$ cat config.mk
export PLATFORM = sky130hd
export DESIGN_NAME = lce_eval
export DESIGN_NICKNAME = d
export VERILOG_FILES = /design/src/core/lce_pkg.sv /design/src/core/lce_eval.sv
export SDC_FILE = /design/constraint.sdc
export NUM_CORES = 1
export LEC_CHECK = 0
export BUFFER_PORTS_ARGS = -buffer_cell sky130_fd_sc_hd__buf_2
export CORE_MARGIN = 5
export CORE_UTILIZATION = 48
export DETAILED_ROUTE_END_ITERATION = 10
export MAX_ROUTING_LAYER = met4
export PLACE_DENSITY = 0.84
export SETUP_SLACK_MARGIN = 0.2
export SLEW_MARGIN = 15
export SYNTH_ARGS = -nofsm -noshare
export SYNTH_HDL_FRONTEND = slang
export SYNTH_SLANG_ARGS = --single-unit
export TNS_END_PERCENT = 5
$ cat constraint.sdc
create_clock -name i_sys_clk -period 1.2 [get_ports i_sys_clk]
set_input_delay 0.06 -clock i_sys_clk [delete_from_list [all_inputs] [get_ports i_sys_clk]]
set_output_delay 0.06 -clock i_sys_clk [all_outputs]
set_load 0.02 [all_outputs]
$ cat src/core/lce_pkg.sv
// package for the ladder coil and edge contact evaluator
`default_nettype none
package lce_pkg;
    localparam int unsigned NUM_OUT = 16;
    localparam int unsigned WORD_W = 16;
    localparam int unsigned BIT_IDX_W = 4;
    localparam int unsigned NUM_RUNG = 4;
    localparam logic [15:0] OUT_RESET = 16'h0000;
    localparam logic [15:0] WORD_RESET = 16'h0000;
    localparam logic [3:0] RUNG_RESET = 4'h0;
    localparam logic [0:0] EDGE_RESET = 1'h0;
    typedef enum logic [1:0]
    {
        ST_RUN_ENTRY = 2'b00,
        ST_RUN = 2'b01
    } lce_mode_type;
endpackage
`default_nettype wire

$ cat src/core/lce_eval.sv
// scan-stepped evaluator for coils, inversion, pause, one-shots and latches
//
// Summary of operation
// output on if any OR-combining rung driving it is on
// bit-of-word coil writes rung status into selected bit 0 to 15
// program must not drive one word bit from two coils; last wins
// inversion complements accumulated rung status at its position
// pause forces range off at output module; image still updates
// rising one-shot coil is on exactly one scan per off-to-on rung
// rising start contact closes one scan on point off-to-on
// rising start contact on retentive point also closes at run entry
// falling start contact closes one scan on point on-to-off
// rising parallel contact ORs in one scan pulse on off-to-on
// falling parallel contact ORs in one scan pulse on on-to-off
// rising series contact ANDs in one scan pulse on off-to-on
// falling series contact ANDs in one scan pulse on on-to-off
// set turns on point or range and it stays on
// clear turns off point or range and it stays off; the code lets set win when set and clear are on in one scan
// every edge instruction keeps its own previous-scan copy
`default_nettype none
module lce_eval
(
    input wire logic i_sys_clk,
    input wire logic i_rst_n,
    input wire logic [3:0] i_or_rungs,
    input wire logic [15:0] i_or_target_sel,
    input wire logic i_bow_rung,
    input wire logic [3:0] i_bow_bit,
    input wire logic i_bow_rung_last,
    input wire logic [3:0] i_bow_bit_last,
    input wire logic i_inv_rung,
    input wire logic i_pause_rung,
    input wire logic [15:0] i_pause_range,
    input wire logic i_os_rung,
    input wire logic i_ref_point,
    input wire logic i_ref_retentive,
    input wire logic i_branch_rung,
    input wire logic i_set_rung,
    input wire logic i_clr_rung,
    input wire logic [15:0] i_latch_range,
    output logic [15:0] o_out_image,
    output logic [15:0] o_out_module,
    output logic [15:0] o_word,
    output logic o_inv_status,
    output logic o_rising_one_shot_coil,
    output logic o_rising_edge_start_contact,
    output logic o_falling_edge_start_contact,
    output logic o_rising_edge_parallel_contact,
    output logic o_falling_edge_parallel_contact,
    output logic o_rising_edge_series_contact,
    output logic o_falling_edge_series_contact,
    output logic [15:0] o_latch_image
);
    typedef struct packed
    {
        lce_pkg::lce_mode_type mode;
        logic [15:0] out_image;
        logic [15:0] out_module;
        logic [15:0] word;
        logic inv_status;
        logic os_prev;
        logic os_coil;
        logic rs_prev;
        logic rs_out;
        logic fs_prev;
        logic fs_out;
        logic rp_prev;
        logic rp_out;
        logic fp_prev;
        logic fp_out;
        logic ra_prev;
        logic ra_out;
        logic fa_prev;
        logic fa_out;
        logic [15:0] latch_image;
    } lce_state_type;

    lce_state_type state_ff;
    lce_state_type nxt_state;
    // edge history clears, so a point high at run entry reads as a rise
    localparam lce_state_type STATE_RESET = '{
        mode: lce_pkg::ST_RUN_ENTRY,
        out_image: lce_pkg::OUT_RESET,
        out_module: lce_pkg::OUT_RESET,
        word: lce_pkg::WORD_RESET,
        inv_status: 1'b0,
        os_prev: lce_pkg::EDGE_RESET,
        os_coil: 1'b0,
        rs_prev: lce_pkg::EDGE_RESET,
        rs_out: 1'b0,
        fs_prev: lce_pkg::EDGE_RESET,
        fs_out: 1'b0,
        rp_prev: lce_pkg::EDGE_RESET,
        rp_out: 1'b0,
        fp_prev: lce_pkg::EDGE_RESET,
        fp_out: 1'b0,
        ra_prev: lce_pkg::EDGE_RESET,
        ra_out: 1'b0,
        fa_prev: lce_pkg::EDGE_RESET,
        fa_out: 1'b0,
        latch_image: lce_pkg::OUT_RESET
    };

    function automatic logic rise(input logic cur, input logic prev);
        return cur & ~prev;
    endfunction

    function automatic logic fall(input logic cur, input logic prev);
        return ~cur & prev;
    endfunction

    always_comb
    begin
        logic any_or;
        logic [15:0] img;
        logic entry;
        any_or = |i_or_rungs;
        img = 16'h0000;
        entry = (state_ff.mode == lce_pkg::ST_RUN_ENTRY);
        nxt_state = state_ff;
        nxt_state.mode = lce_pkg::ST_RUN;
        img = any_or ? i_or_target_sel : 16'h0000;
        nxt_state.out_image = img;
        nxt_state.out_module = img & ~(i_pause_rung ? i_pause_range
            : 16'h0000);
        nxt_state.word[i_bow_bit] = i_bow_rung;
        nxt_state.word[i_bow_bit_last] = i_bow_rung_last;
        nxt_state.inv_status = ~i_inv_rung;
        nxt_state.os_prev = i_os_rung;
        nxt_state.os_coil = rise(i_os_rung, state_ff.os_prev);
        nxt_state.rs_prev = i_ref_point;
        nxt_state.rs_out = rise(i_ref_point, state_ff.rs_prev)
            | (entry & i_ref_retentive);
        nxt_state.fs_prev = i_ref_point;
        nxt_state.fs_out = fall(i_ref_point, state_ff.fs_prev);
        nxt_state.rp_prev = i_ref_point;
        nxt_state.rp_out = i_branch_rung
            | rise(i_ref_point, state_ff.rp_prev);
        nxt_state.fp_prev = i_ref_point;
        nxt_state.fp_out = i_branch_rung
            | fall(i_ref_point, state_ff.fp_prev);
        nxt_state.ra_prev = i_ref_point;
        nxt_state.ra_out = i_branch_rung
            & rise(i_ref_point, state_ff.ra_prev);
        nxt_state.fa_prev = i_ref_point;
        nxt_state.fa_out = i_branch_rung
            & fall(i_ref_point, state_ff.fa_prev);
        if (i_set_rung)
        begin
            nxt_state.latch_image = state_ff.latch_image
                | i_latch_range;
        end
        else if (i_clr_rung)
        begin
            nxt_state.latch_image = state_ff.latch_image
                & ~i_latch_range;
        end
    end

    always_ff @(posedge i_sys_clk or negedge i_rst_n)
    begin
        if (!i_rst_n)
        begin
            state_ff <= STATE_RESET;
        end
        else
        begin
            state_ff <= nxt_state;
        end
    end

    assign o_out_image = state_ff.out_image;
    assign o_out_module = state_ff.out_module;
    assign o_word = state_ff.word;
    assign o_inv_status = state_ff.inv_status;
    assign o_rising_one_shot_coil = state_ff.os_coil;
    assign o_rising_edge_start_contact = state_ff.rs_out;
    assign o_falling_edge_start_contact = state_ff.fs_out;
    assign o_rising_edge_parallel_contact = state_ff.rp_out;
    assign o_falling_edge_parallel_contact = state_ff.fp_out;
    assign o_rising_edge_series_contact = state_ff.ra_out;
    assign o_falling_edge_series_contact = state_ff.fa_out;
    assign o_latch_image = state_ff.latch_image;
endmodule
`default_nettype wire

==> run summary, run 1 <==
Total power = 6.567 mW
Delay of the slowest critical-path stage = 0.38 ns
Setup Skew = 0.007319 ns
Worst vdd ir = 821.2 uV
Syn Area/Cell = 11.68 um^2
Gpl congestion = 0.8634
GRT Resource Usage Total = 19.83%
# IOs = 144
Starting Density = 49.28%
First-pass GRT wire length = 13.51 mm
Fin crit period = 1.030 ns
CP most frequent cell = mux2_4
Core ar. = 7253 um^2
Crit path launch type = flop
Skew-Pair Late Insertion Delay = 0.33 ns
Seq pwr share = 44.5%
Via count = 2,614
Sw frac = 28.32%
Maximum clock rate = 970.7 MHz
CP Max Fanout = 2
Die width = 96.30 um
Mean number of vias per cell = 4.805
Post-Synthesis Cells = 306
Antenna violations before repair = 0
Internal power = 4.707 mW
Lkg Pwr = 2.308 nW
Vias in the first global route = 2,883
Synthesized cell area = 3575 um^2
Die footprint = 9273 um^2
Fin. Hold Viols = 0
DR DRC count = 0
Reg clk slew, reported paths = 0.08 ns
Final HPWL DP = 5.780 mm
CTS Buffer Depth = 2
H-tree depth = 3
DP Cell Count = 474
Number of routed nets with antenna violations = 0
Layout Cells excl Fill = 544
Endpoints failing setup = 0
Most frequent cells in the layout = 142 x buf_2, 75 x dfrtp_1, 54 x dlygate4sd3_1
CP endpoint kind = flop
Cell row count = 31
Total nets after synthesis = 378
TritonCTS clock tree = yes
Psw = 1.860 mW
Slowest cell on the critical path = dfrtp_1
Sequential area share after synthesis = 52.50%
Fin. max-slew vios = 0
FILL cells = 575
Drt wl/cell = 15.77 um
Period utilization = 85.85%
Area Growth Syn to Fin = 32.52%
Setup Buffers After CTS = 0
Share of layout cells above drive strength 1 = 48.09%
Final wirelength = 8.578 mm
Hold Path Class = primary input to flop
CTS sink count = 75
Worst Setup Path Type = flop to flop
Combinational power share = 23.6%
Required @ worst endpoint = 1.42 ns
Placed instance area = 3963 um^2
Cts bufs inserted = 9
Total gr overflow = 0
First-pass DRT Iterations = 4
Ant diodes = 0
Most common cell after layout, fill and taps aside = buf_2
RSZ-0062 raised after global routing = yes
Yosys cell types = 31
Die Y = 96.30 um
Largest net degree at the start of global routing = 40
Final #Nets = 512
Status = finished, final reports clean
Iter 0 DRT Violations = 68
Post-route design area = 4737 um^2
Max Cap Viol = 0
Post-synth top flop = dfrtp_1
Post-synth ARST share = 100.0%
Worst EP arrival = 1.25 ns
Critical path cell sequence = mux2_4 -> mux2_4
Clock share of power = 31.9%
Post-synth EDFFs = 0
Port Buf Inserts = 143
Synthesized flop and latch total = 75
Synth Warn # = 0
PD cells = 1386 nW/um^2
Root Buffer = clkbuf_8
-- power by group through the flow --
| stage | clock (mW) | combinational (mW) | sequential (mW) |
|---|---|---|---|
| 2_1_floorplan | 0 | 1.21 | 2.96 |
| 3_3_place_gp | 0 | 1.37 | 2.96 |
| 3_5_place_dp | 0 | 1.40 | 2.97 |
| 4_1_cts | 2.17 | 1.54 | 2.92 |
| 5_1_grt | 2.28 | 1.68 | 2.96 |
| 6_report | 2.09 | 1.55 | 2.92 |
-- synthesized netlist by cell type (2+ instances only) --
library cell	count	area, um^2
nor4_1	3	18.77
clkbuf_1	11	41.29
nand2_1	19	71.32
a22o_1	16	140.1
buf_4	68	510.5
a21boi_1	5	37.54
nor4b_1	4	35.03
or3_1	2	12.51
nand4b_1	4	35.03
and2_2	6	45.04
nand2b_1	5	31.28
nor2b_1	2	12.51
nor4bb_1	2	20.02
a21oi_1	4	20.02
nand4_1	2	12.51
and2_4	10	87.58
inv_1	3	11.26
nor2_1	11	41.29
dfrtp_1	75	1877
mux2i_1	4	40.04
and4bb_2	4	50.05
mux2_2	24	270.3
a21boi_0	11	82.58
nor3_1	4	20.02
-- what timing repair did --
action	4_1_cts	5_1_grt
gates resized for setup	0	4
gates cloned	0	0
hold endpoints to repair	133	0
endpoints found under the setup margin	10	12
hold buffers	54	0
-- through the flow --
| step | setup TNS, ns | utilization [%] | hold WS (ns) | setup WS, ns |
|---|---|---|---|---|
| global placement | -1.506 | 54.63 | -0.03370 | -0.1059 |
| finish | 0 | 65.31 | 0.08446 | 0.1698 |
| floorplan | 0 | - | -0.2356 | 0.06274 |
| global route | 0 | 65.31 | 0.06844 | 0.1500 |
| detailed placement | -2.175 | 54.63 | -0.02732 | -0.1437 |
| CTS | 0 | 65.07 | 0.05479 | 0.1718 |
-- final cells by class --
type                            instances  area, um^2  share of cell area, %
Timing Repair Buffer                  203        1316                  27.79
Clock buffer                           10       127.6                  2.694
Sequential cell                        75        1877                  39.62
Clock inverter                          6       88.84                  1.875
Tap cell                               99       123.9                  2.615
Inverter                                3       11.26                 0.2377
Multi-Input combinational cell        148        1192                  25.17
-- cells by family (layout without fill, tap and decap cells) --
family | Yosys count | after routing | synth area share, %
compound gates | 37 | 37 | 7.980
buf+inv | 83 | 222 | 16.07
flops | 75 | 75 | 52.50
mux | 28 | 28 | 8.681
other cells | 1 | 1 | 0.1049
simple gates | 82 | 82 | 14.67
-- path summary, 6_finish.rpt --
kind | startpoint | end | slack (ns) | cells past startpoint
worst max-delay path | o_word[4] | o_word[4] | 0.17 | 2
worst min-delay path | i_bow_bit_last[1] | o_word[15] | 0.08 | 3
worst max register to register | o_word[4] | o_word[4] | 0.17 | 2
worst min register to register | state_ff[29] | o_rising_one_shot_coil | 0.40 | 1
max in group asynchronous | i_rst_n | o_rising_one_shot_coil | 0.53 | 3
min in group asynchronous | i_rst_n | o_out_image[2] | 0.17 | 2
-- layer usage --
layer  wire length [um]  up-vias  track usage [%]
met2               4456      107            33.76
met4                110        0            7.477
met3                585       12            4.144
li1                   -     1246                -
met5                  0        -                -
met1               3425     1249            23.06
-- critical path, delay by kind of cell, from the launching register on --
family	cells	cell delay [ns]
DFF	1	0.38
muxes	2	0.54
(Power assumes the default switching activity.)
==> run 2, diff against run 1 <==
--- a/config.mk
+++ b/config.mk
@@ -6,7 +6,6 @@
 export NUM_CORES = 1
 export LEC_CHECK = 0
 export BUFFER_PORTS_ARGS = -buffer_cell sky130_fd_sc_hd__buf_2
-export CORE_MARGIN = 5
 export CORE_UTILIZATION = 48
 export DETAILED_ROUTE_END_ITERATION = 10
 export MAX_ROUTING_LAYER = met4
==> run 2 against run 1 <==
Net effect: via count grew 0.69%; routed wire length shrank 1.3%; hold slack lost 0.014 ns; fmax shrank 0.93%.
==> run summary, run 2 (same netlist as run 1, synthesis figures left out) <==
Most common cell after layout, fill and taps aside = buf_2
Worst vdd ir = 1038 uV (+26%)
Largest net degree at the start of global routing = 76 (+90%)
Core Util, Final = 65.63% (+0.32 points)
RSZ-0062 raised after global routing = yes
Fin. max-slew vios = 0 (unchanged)
Cell row count = 31 (unchanged)
Setup Total Neg Slack = 0 ns (unchanged)
Period utilization = 86.65% (+0.80 points)
Maximum clock rate = 961.7 MHz (-0.93%)
CP endpoint kind = flop
Final #Nets = 511 (-0.20%)
Seq pwr share = 43.7% (-0.8 points)
Ant diodes = 0 (unchanged)
Port Buf Inserts = 143 (unchanged)
Combinational power share = 22.9% (-0.7 points)
Final wirelength = 8.465 mm (-1.3%)
Delay of the slowest critical-path stage = 0.41 ns (+0.03 ns)
Cts bufs inserted = 9 (unchanged)
Hold Path Class = primary input to flop
Die Y = 88.30 um (-8.3%)
Delay-heaviest family, CP = multiplexers
First-pass GRT wire length = 12.78 mm (-5.4%)
H-tree depth = 3 (unchanged)
Worst EP arrival = 1.26 ns (about the same)
Drt wl/cell = 15.59 um (-1.1%)
FILL cells = 532 (-7.5%)
FF-to-FF Start = o_word[14]
Total gr overflow = 0 (unchanged)
DR DRC count = 0 (unchanged)
Skew-Pair Late Insertion Delay = 0.34 ns (about the same)
CTS Buffer Depth = 2 (unchanged)
Layout Cells excl Fill = 543 (-0.18%)
Gpl congestion = 0.7996 (-7.4%)
Endpoints failing setup = 0 (unchanged)
Lkg Pwr = 2.303 nW (-0.23%)
Setup Buffers After CTS = 0 (unchanged)
Slowest cell on the critical path = dfrtp_1
Core ar. = 7214 um^2 (-0.53%)
HP Start = i_bow_bit_last[1]
Max Cap Viol = 0 (unchanged)
Setup Skew = 0.002861 ns (-0.004458 ns)
Final HPWL DP = 5.046 mm (-13%)
Psw = 1.895 mW (+1.9%)
DP Cell Count = 473 (-0.21%)
Root Buffer = clkbuf_8
Required @ worst endpoint = 1.42 ns (about the same)
Share of layout cells above drive strength 1 = 47.97% (-0.12 points)
Worst hold slack = 0.07016 ns (-0.01431 ns)
Via count = 2,632 (+0.69%)
Fin crit period = 1.040 ns (+0.009629 ns)
Number of routed nets with antenna violations = 0 (unchanged)
Iter 0 DRT Violations = 77 (+13%)
PD cells = 1417 nW/um^2 (+2.2%)
Die width = 88.30 um (-8.3%)
CP Buf/Inv Count = 0 (unchanged)
# IOs = 144 (unchanged)
Crit. Startpoint = o_word[14]
Die footprint = 7796 um^2 (-16%)
Worst Setup Path Type = flop to flop
Critical path cell sequence = mux2_4 -> mux2_2
Crit path launch type = flop
Reg clk slew, reported paths = 0.08 ns (about the same)
First-pass DRT Iterations = 5 (+1)
Most frequent cells in the layout = 142 x buf_2, 75 x dfrtp_1, 54 x dlygate4sd3_1
Mean number of vias per cell = 4.847 (+0.87%)
CP Max Fanout = 2 (unchanged)
Sw frac = 28.26% (-0.068 points)
GRT Resource Usage Total = 22.82% (+3.0 points)
Clock share of power = 33.4% (+1.5 points)
Fin. Hold Viols = 0 (unchanged)
Status = finished, final reports clean
Starting Density = 49.55% (+0.26 points)
Internal power = 4.812 mW (+2.2%)
Vias in the first global route = 2,633 (-8.7%)
Antenna violations before repair = 0 (unchanged)
CTS sink count = 75 (unchanged)
Area Growth Syn to Fin = 32.45% (about the same)
TritonCTS clock tree = yes
[run 2: routing by layer]
| metal | track usage (%) | vias to the layer above | wire, um |
|---|---|---|---|
| li1 | - | 1245 | - |
| met1 | 26.91 | 1274 | 3607 |
| met2 | 37.62 | 101 | 4147 |
| met3 | 5.784 | 12 | 543 |
| met4 | 8.651 | 0 | 167 |
| met5 | - | - | 0 |
[run 2: worst min-delay path: cells and delay by family]
family	cells	cell delay (ns)
AOI/OAI and AO/OA	1	0.06
buffers and inverters	1	0.15
and+or+nand+nor	1	0.10
[run 2: power groups by stage]
stage,Sequential [mW],Clock [mW],Combinational (mW)
finish,2.93,2.24,1.54
global route,2.96,2.39,1.65
CTS,2.93,2.29,1.52
detailed placement,2.97,0,1.38
global placement,2.96,0,1.35
floorplan,2.96,0,1.21
[run 2: area by class of cell]
cell class / instances / area, um^2 / share of cell area (%)
well taps: 99 / 123.9 / 2.616
clock inverters: 5 / 83.83 / 1.771
flip-flops and latches: 75 / 1877 / 39.64
clock buffers: 11 / 151.4 / 3.198
inverters: 3 / 11.26 / 0.2378
multi-input cells: 148 / 1179 / 24.89
repair buffers: 202 / 1309 / 27.64
[run 2: path summary, 6_finish.rpt]
path / end / slack (ns) / cells past startpoint
worst min-delay path: o_word[15] / 0.07 / 3
worst max register to register: o_word[14] / 0.16 / 2
min in group asynchronous: o_out_image[15] / 0.26 / 3
worst max-delay path: o_word[14] / 0.16 / 2
max in group asynchronous: asynchronous set/reset pin / 0.62 / 3
worst min register to register: o_rising_one_shot_coil / 0.41 / 1
[run 2: repair_timing]
action,CTS,global route
pin swaps,0,0
hold buffers,54,0
resized for setup,0,1
hold endpoints to repair,133,0
endpoints found under the setup margin,11,14
[run 2: metrics by stage]
step,total power [mW],worst slack (ns),cell area (um^2)
after floorplan,4.167,0.06274,3645
after global placement,4.312,-0.09842,3955
after detailed placement,4.354,-0.1893,3955
after CTS,6.734,0.1630,4731
after global routing,7.003,0.1400,4735
final,6.707,0.1602,4735
==> run 3, diff against run 2 <==
--- a/config.mk
+++ b/config.mk
@@ -10,6 +10,7 @@
 export DETAILED_ROUTE_END_ITERATION = 10
 export MAX_ROUTING_LAYER = met4
 export PLACE_DENSITY = 0.84
+export REMOVE_ABC_BUFFERS = 1
 export SETUP_SLACK_MARGIN = 0.2
 export SLEW_MARGIN = 15
 export SYNTH_ARGS = -nofsm -noshare
==> run 3 against run 2 <==
Net effect: sequential share of layout area rose by 0.48 points; global-route usage fell by 0.88 points; clock skew rose by 0.00090 ns; via count fell by 0.57%; combinational power fell by 3%; critical path type is now primary input to flop; largest cell class unchanged; largest power group unchanged.
==> run summary, run 3 (same netlist as run 1, synthesis figures left out) <==
Vias in the first global route = 2,689 (+2.1%)
Endpoints failing setup = 0 (unchanged)
Period utilization = 86.83% (+0.18 points)
PD cells = 1419 nW/um^2 (+0.15%)
Pre-CTS worst setup slack = -0.1793 ns (+0.009941 ns)
# IOs = 144 (unchanged)
Total gr overflow = 0 (unchanged)
Most frequent cells in the layout = 141 x buf_2, 75 x dfrtp_1, 54 x dlygate4sd3_1
RSZ-0062 raised after global routing = yes
Worst vdd ir = 844.1 uV (-19%)
Ant diodes = 0 (unchanged)
Cell row count = 31 (unchanged)
CTS sink count = 75 (unchanged)
Most common cell after layout, fill and taps aside = buf_2
DR DRC count = 0 (unchanged)
Layout Cells excl Fill = 540 (-0.55%)
Cts bufs inserted = 9 (unchanged)
Final worst slack = 0.1580 ns (-0.002181 ns)
Area Growth Syn to Fin = 30.87%
Worst Setup Path Type = primary input to flop
Final #Nets = 508 (-0.59%)
Required @ worst endpoint = 1.42 ns (about the same)
Die width = 88.30 um (unchanged)
Maximum clock rate = 959.7 MHz (-0.21%)
CTS Buffer Depth = 2 (unchanged)
Lkg Pwr = 2.262 nW (-1.8%)
Die footprint = 7796 um^2 (unchanged)
Core ar. = 7214 um^2 (unchanged)
Root Buffer = clkbuf_8
First-pass DRT Iterations = 4 (-1)
Number of routed nets with antenna violations = 0 (unchanged)
TritonCTS clock tree = yes
Via count = 2,617 (-0.57%)
Mean number of vias per cell = 4.846 (about the same)
Post-route design area = 4678 um^2 (-1.2%)
Fin. max-slew vios = 0 (unchanged)
CP Max Fanout = 16 (+14)
DP Cell Count = 470 (-0.63%)
Starting Density = 49.55% (unchanged)
Antenna violations before repair = 0 (unchanged)
Share of layout cells above drive strength 1 = 47.62% (-0.35 points)
Worst EP arrival = 1.26 ns (about the same)
Port Buf Inserts = 143 (unchanged)
CP endpoint kind = flop
Fin crit period = 1.042 ns (+0.002181 ns)
HP Start = i_bow_bit_last[1]
Setup Skew = 0.003756 ns (+0.0008957 ns)
Fin. Hold Viols = 0 (unchanged)
Reg clk slew, reported paths = 0.07 ns (about the same)
Setup Buffers After CTS = 0 (unchanged)
Placed instance area = 3881 um^2 (-1.9%)
Final HPWL DP = 5.060 mm (+0.28%)
H-tree depth = 3 (unchanged)
Hold Path Class = primary input to flop
Gpl congestion = 0.8241 (+3.1%)
Total power = 6.637 mW (-1.0%)
First-pass GRT wire length = 12.39 mm (-3.1%)
Drt wl/cell = 15.19 um (-2.6%)
GRT Resource Usage Total = 21.93% (-0.88 points)
FILL cells = 537 (+0.94%)
Final wirelength = 8.203 mm (-3.1%)
FF-to-FF Start = o_word[1]
Skew-Pair Late Insertion Delay = 0.34 ns (about the same)
Die Y = 88.30 um (unchanged)
Max Cap Viol = 0 (unchanged)
Crit. Startpoint = i_bow_bit[1]
Crit path launch type = primary input
Status = finished, final reports clean
Largest net degree at the start of global routing = 76 (unchanged)
Iter 0 DRT Violations = 25 (-68%)
==> run 3: final timing paths <==
check | endpoint | slack [ns] | depth (start not counted)
max | o_word[1] | 0.16 | 4
min reg2reg | o_rising_one_shot_coil | 0.39 | 1
min | o_word[15] | 0.09 | 3
max in group asynchronous | o_word[5] | 0.60 | 3
max reg2reg | o_word[1] | 0.17 | 2
min in group asynchronous | asynchronous set/reset pin | 0.28 | 3
==> run 3: per-layer routing <==
layer | vias up | part of all wire, % | GRT usage, %
met2 | 111 | 51 | 37.20
met4 | 0 | 1.1 | 6.745
met1 | 1256 | 42 | 24.94
met3 | 10 | 6.5 | 6.623
li1 | 1240 | - | -
met5 | - | 0 | -
==> run 3: final cells by class <==
class / count / area [um^2] / area share (%)
clock buffer: 10 / 137.6 / 2.942
clock inverter: 6 / 97.59 / 2.086
inverter: 3 / 11.26 / 0.2407
multi-input combinational: 148 / 1142 / 24.42
sequential: 75 / 1877 / 40.12
tap: 99 / 123.9 / 2.648
timing repair buffer: 199 / 1289 / 27.55
==> run 3: stage by stage <==
stage / util (%) / setup TNS [ns] / hold WS [ns]
after global placement: 53.80 / -2.125 / 0.1023
after floorplan: - / 0 / -0.2356
after global routing: 64.85 / 0 / 0.07987
final: 64.85 / 0 / 0.09255
after CTS: 64.55 / 0 / 0.07208
after detailed placement: 53.80 / -2.552 / 0.1134
==> run 3: power breakdown <==
group | switching (mW) | total [mW] | internal [mW] | leakage, nW
registers | 0.130 | 2.93 | 2.80 | 0.889
logic | 0.801 | 1.49 | 0.687 | 1.25
clock network | 0.965 | 2.22 | 1.25 | 0.119
==> run 3: what timing repair did <==
action | CTS | global route
endpoints found under the setup margin | 12 | 15
gates resized for setup | 0 | 4
endpoints found under the hold margin | 133 | 0
hold buffers | 54 | 0
==> run 3: worst max-delay path: stages <==
cell and delay [ns]:
buf_2 0.18, nor4b_1 0.38, mux2_2 0.38, mux2_2 0.25
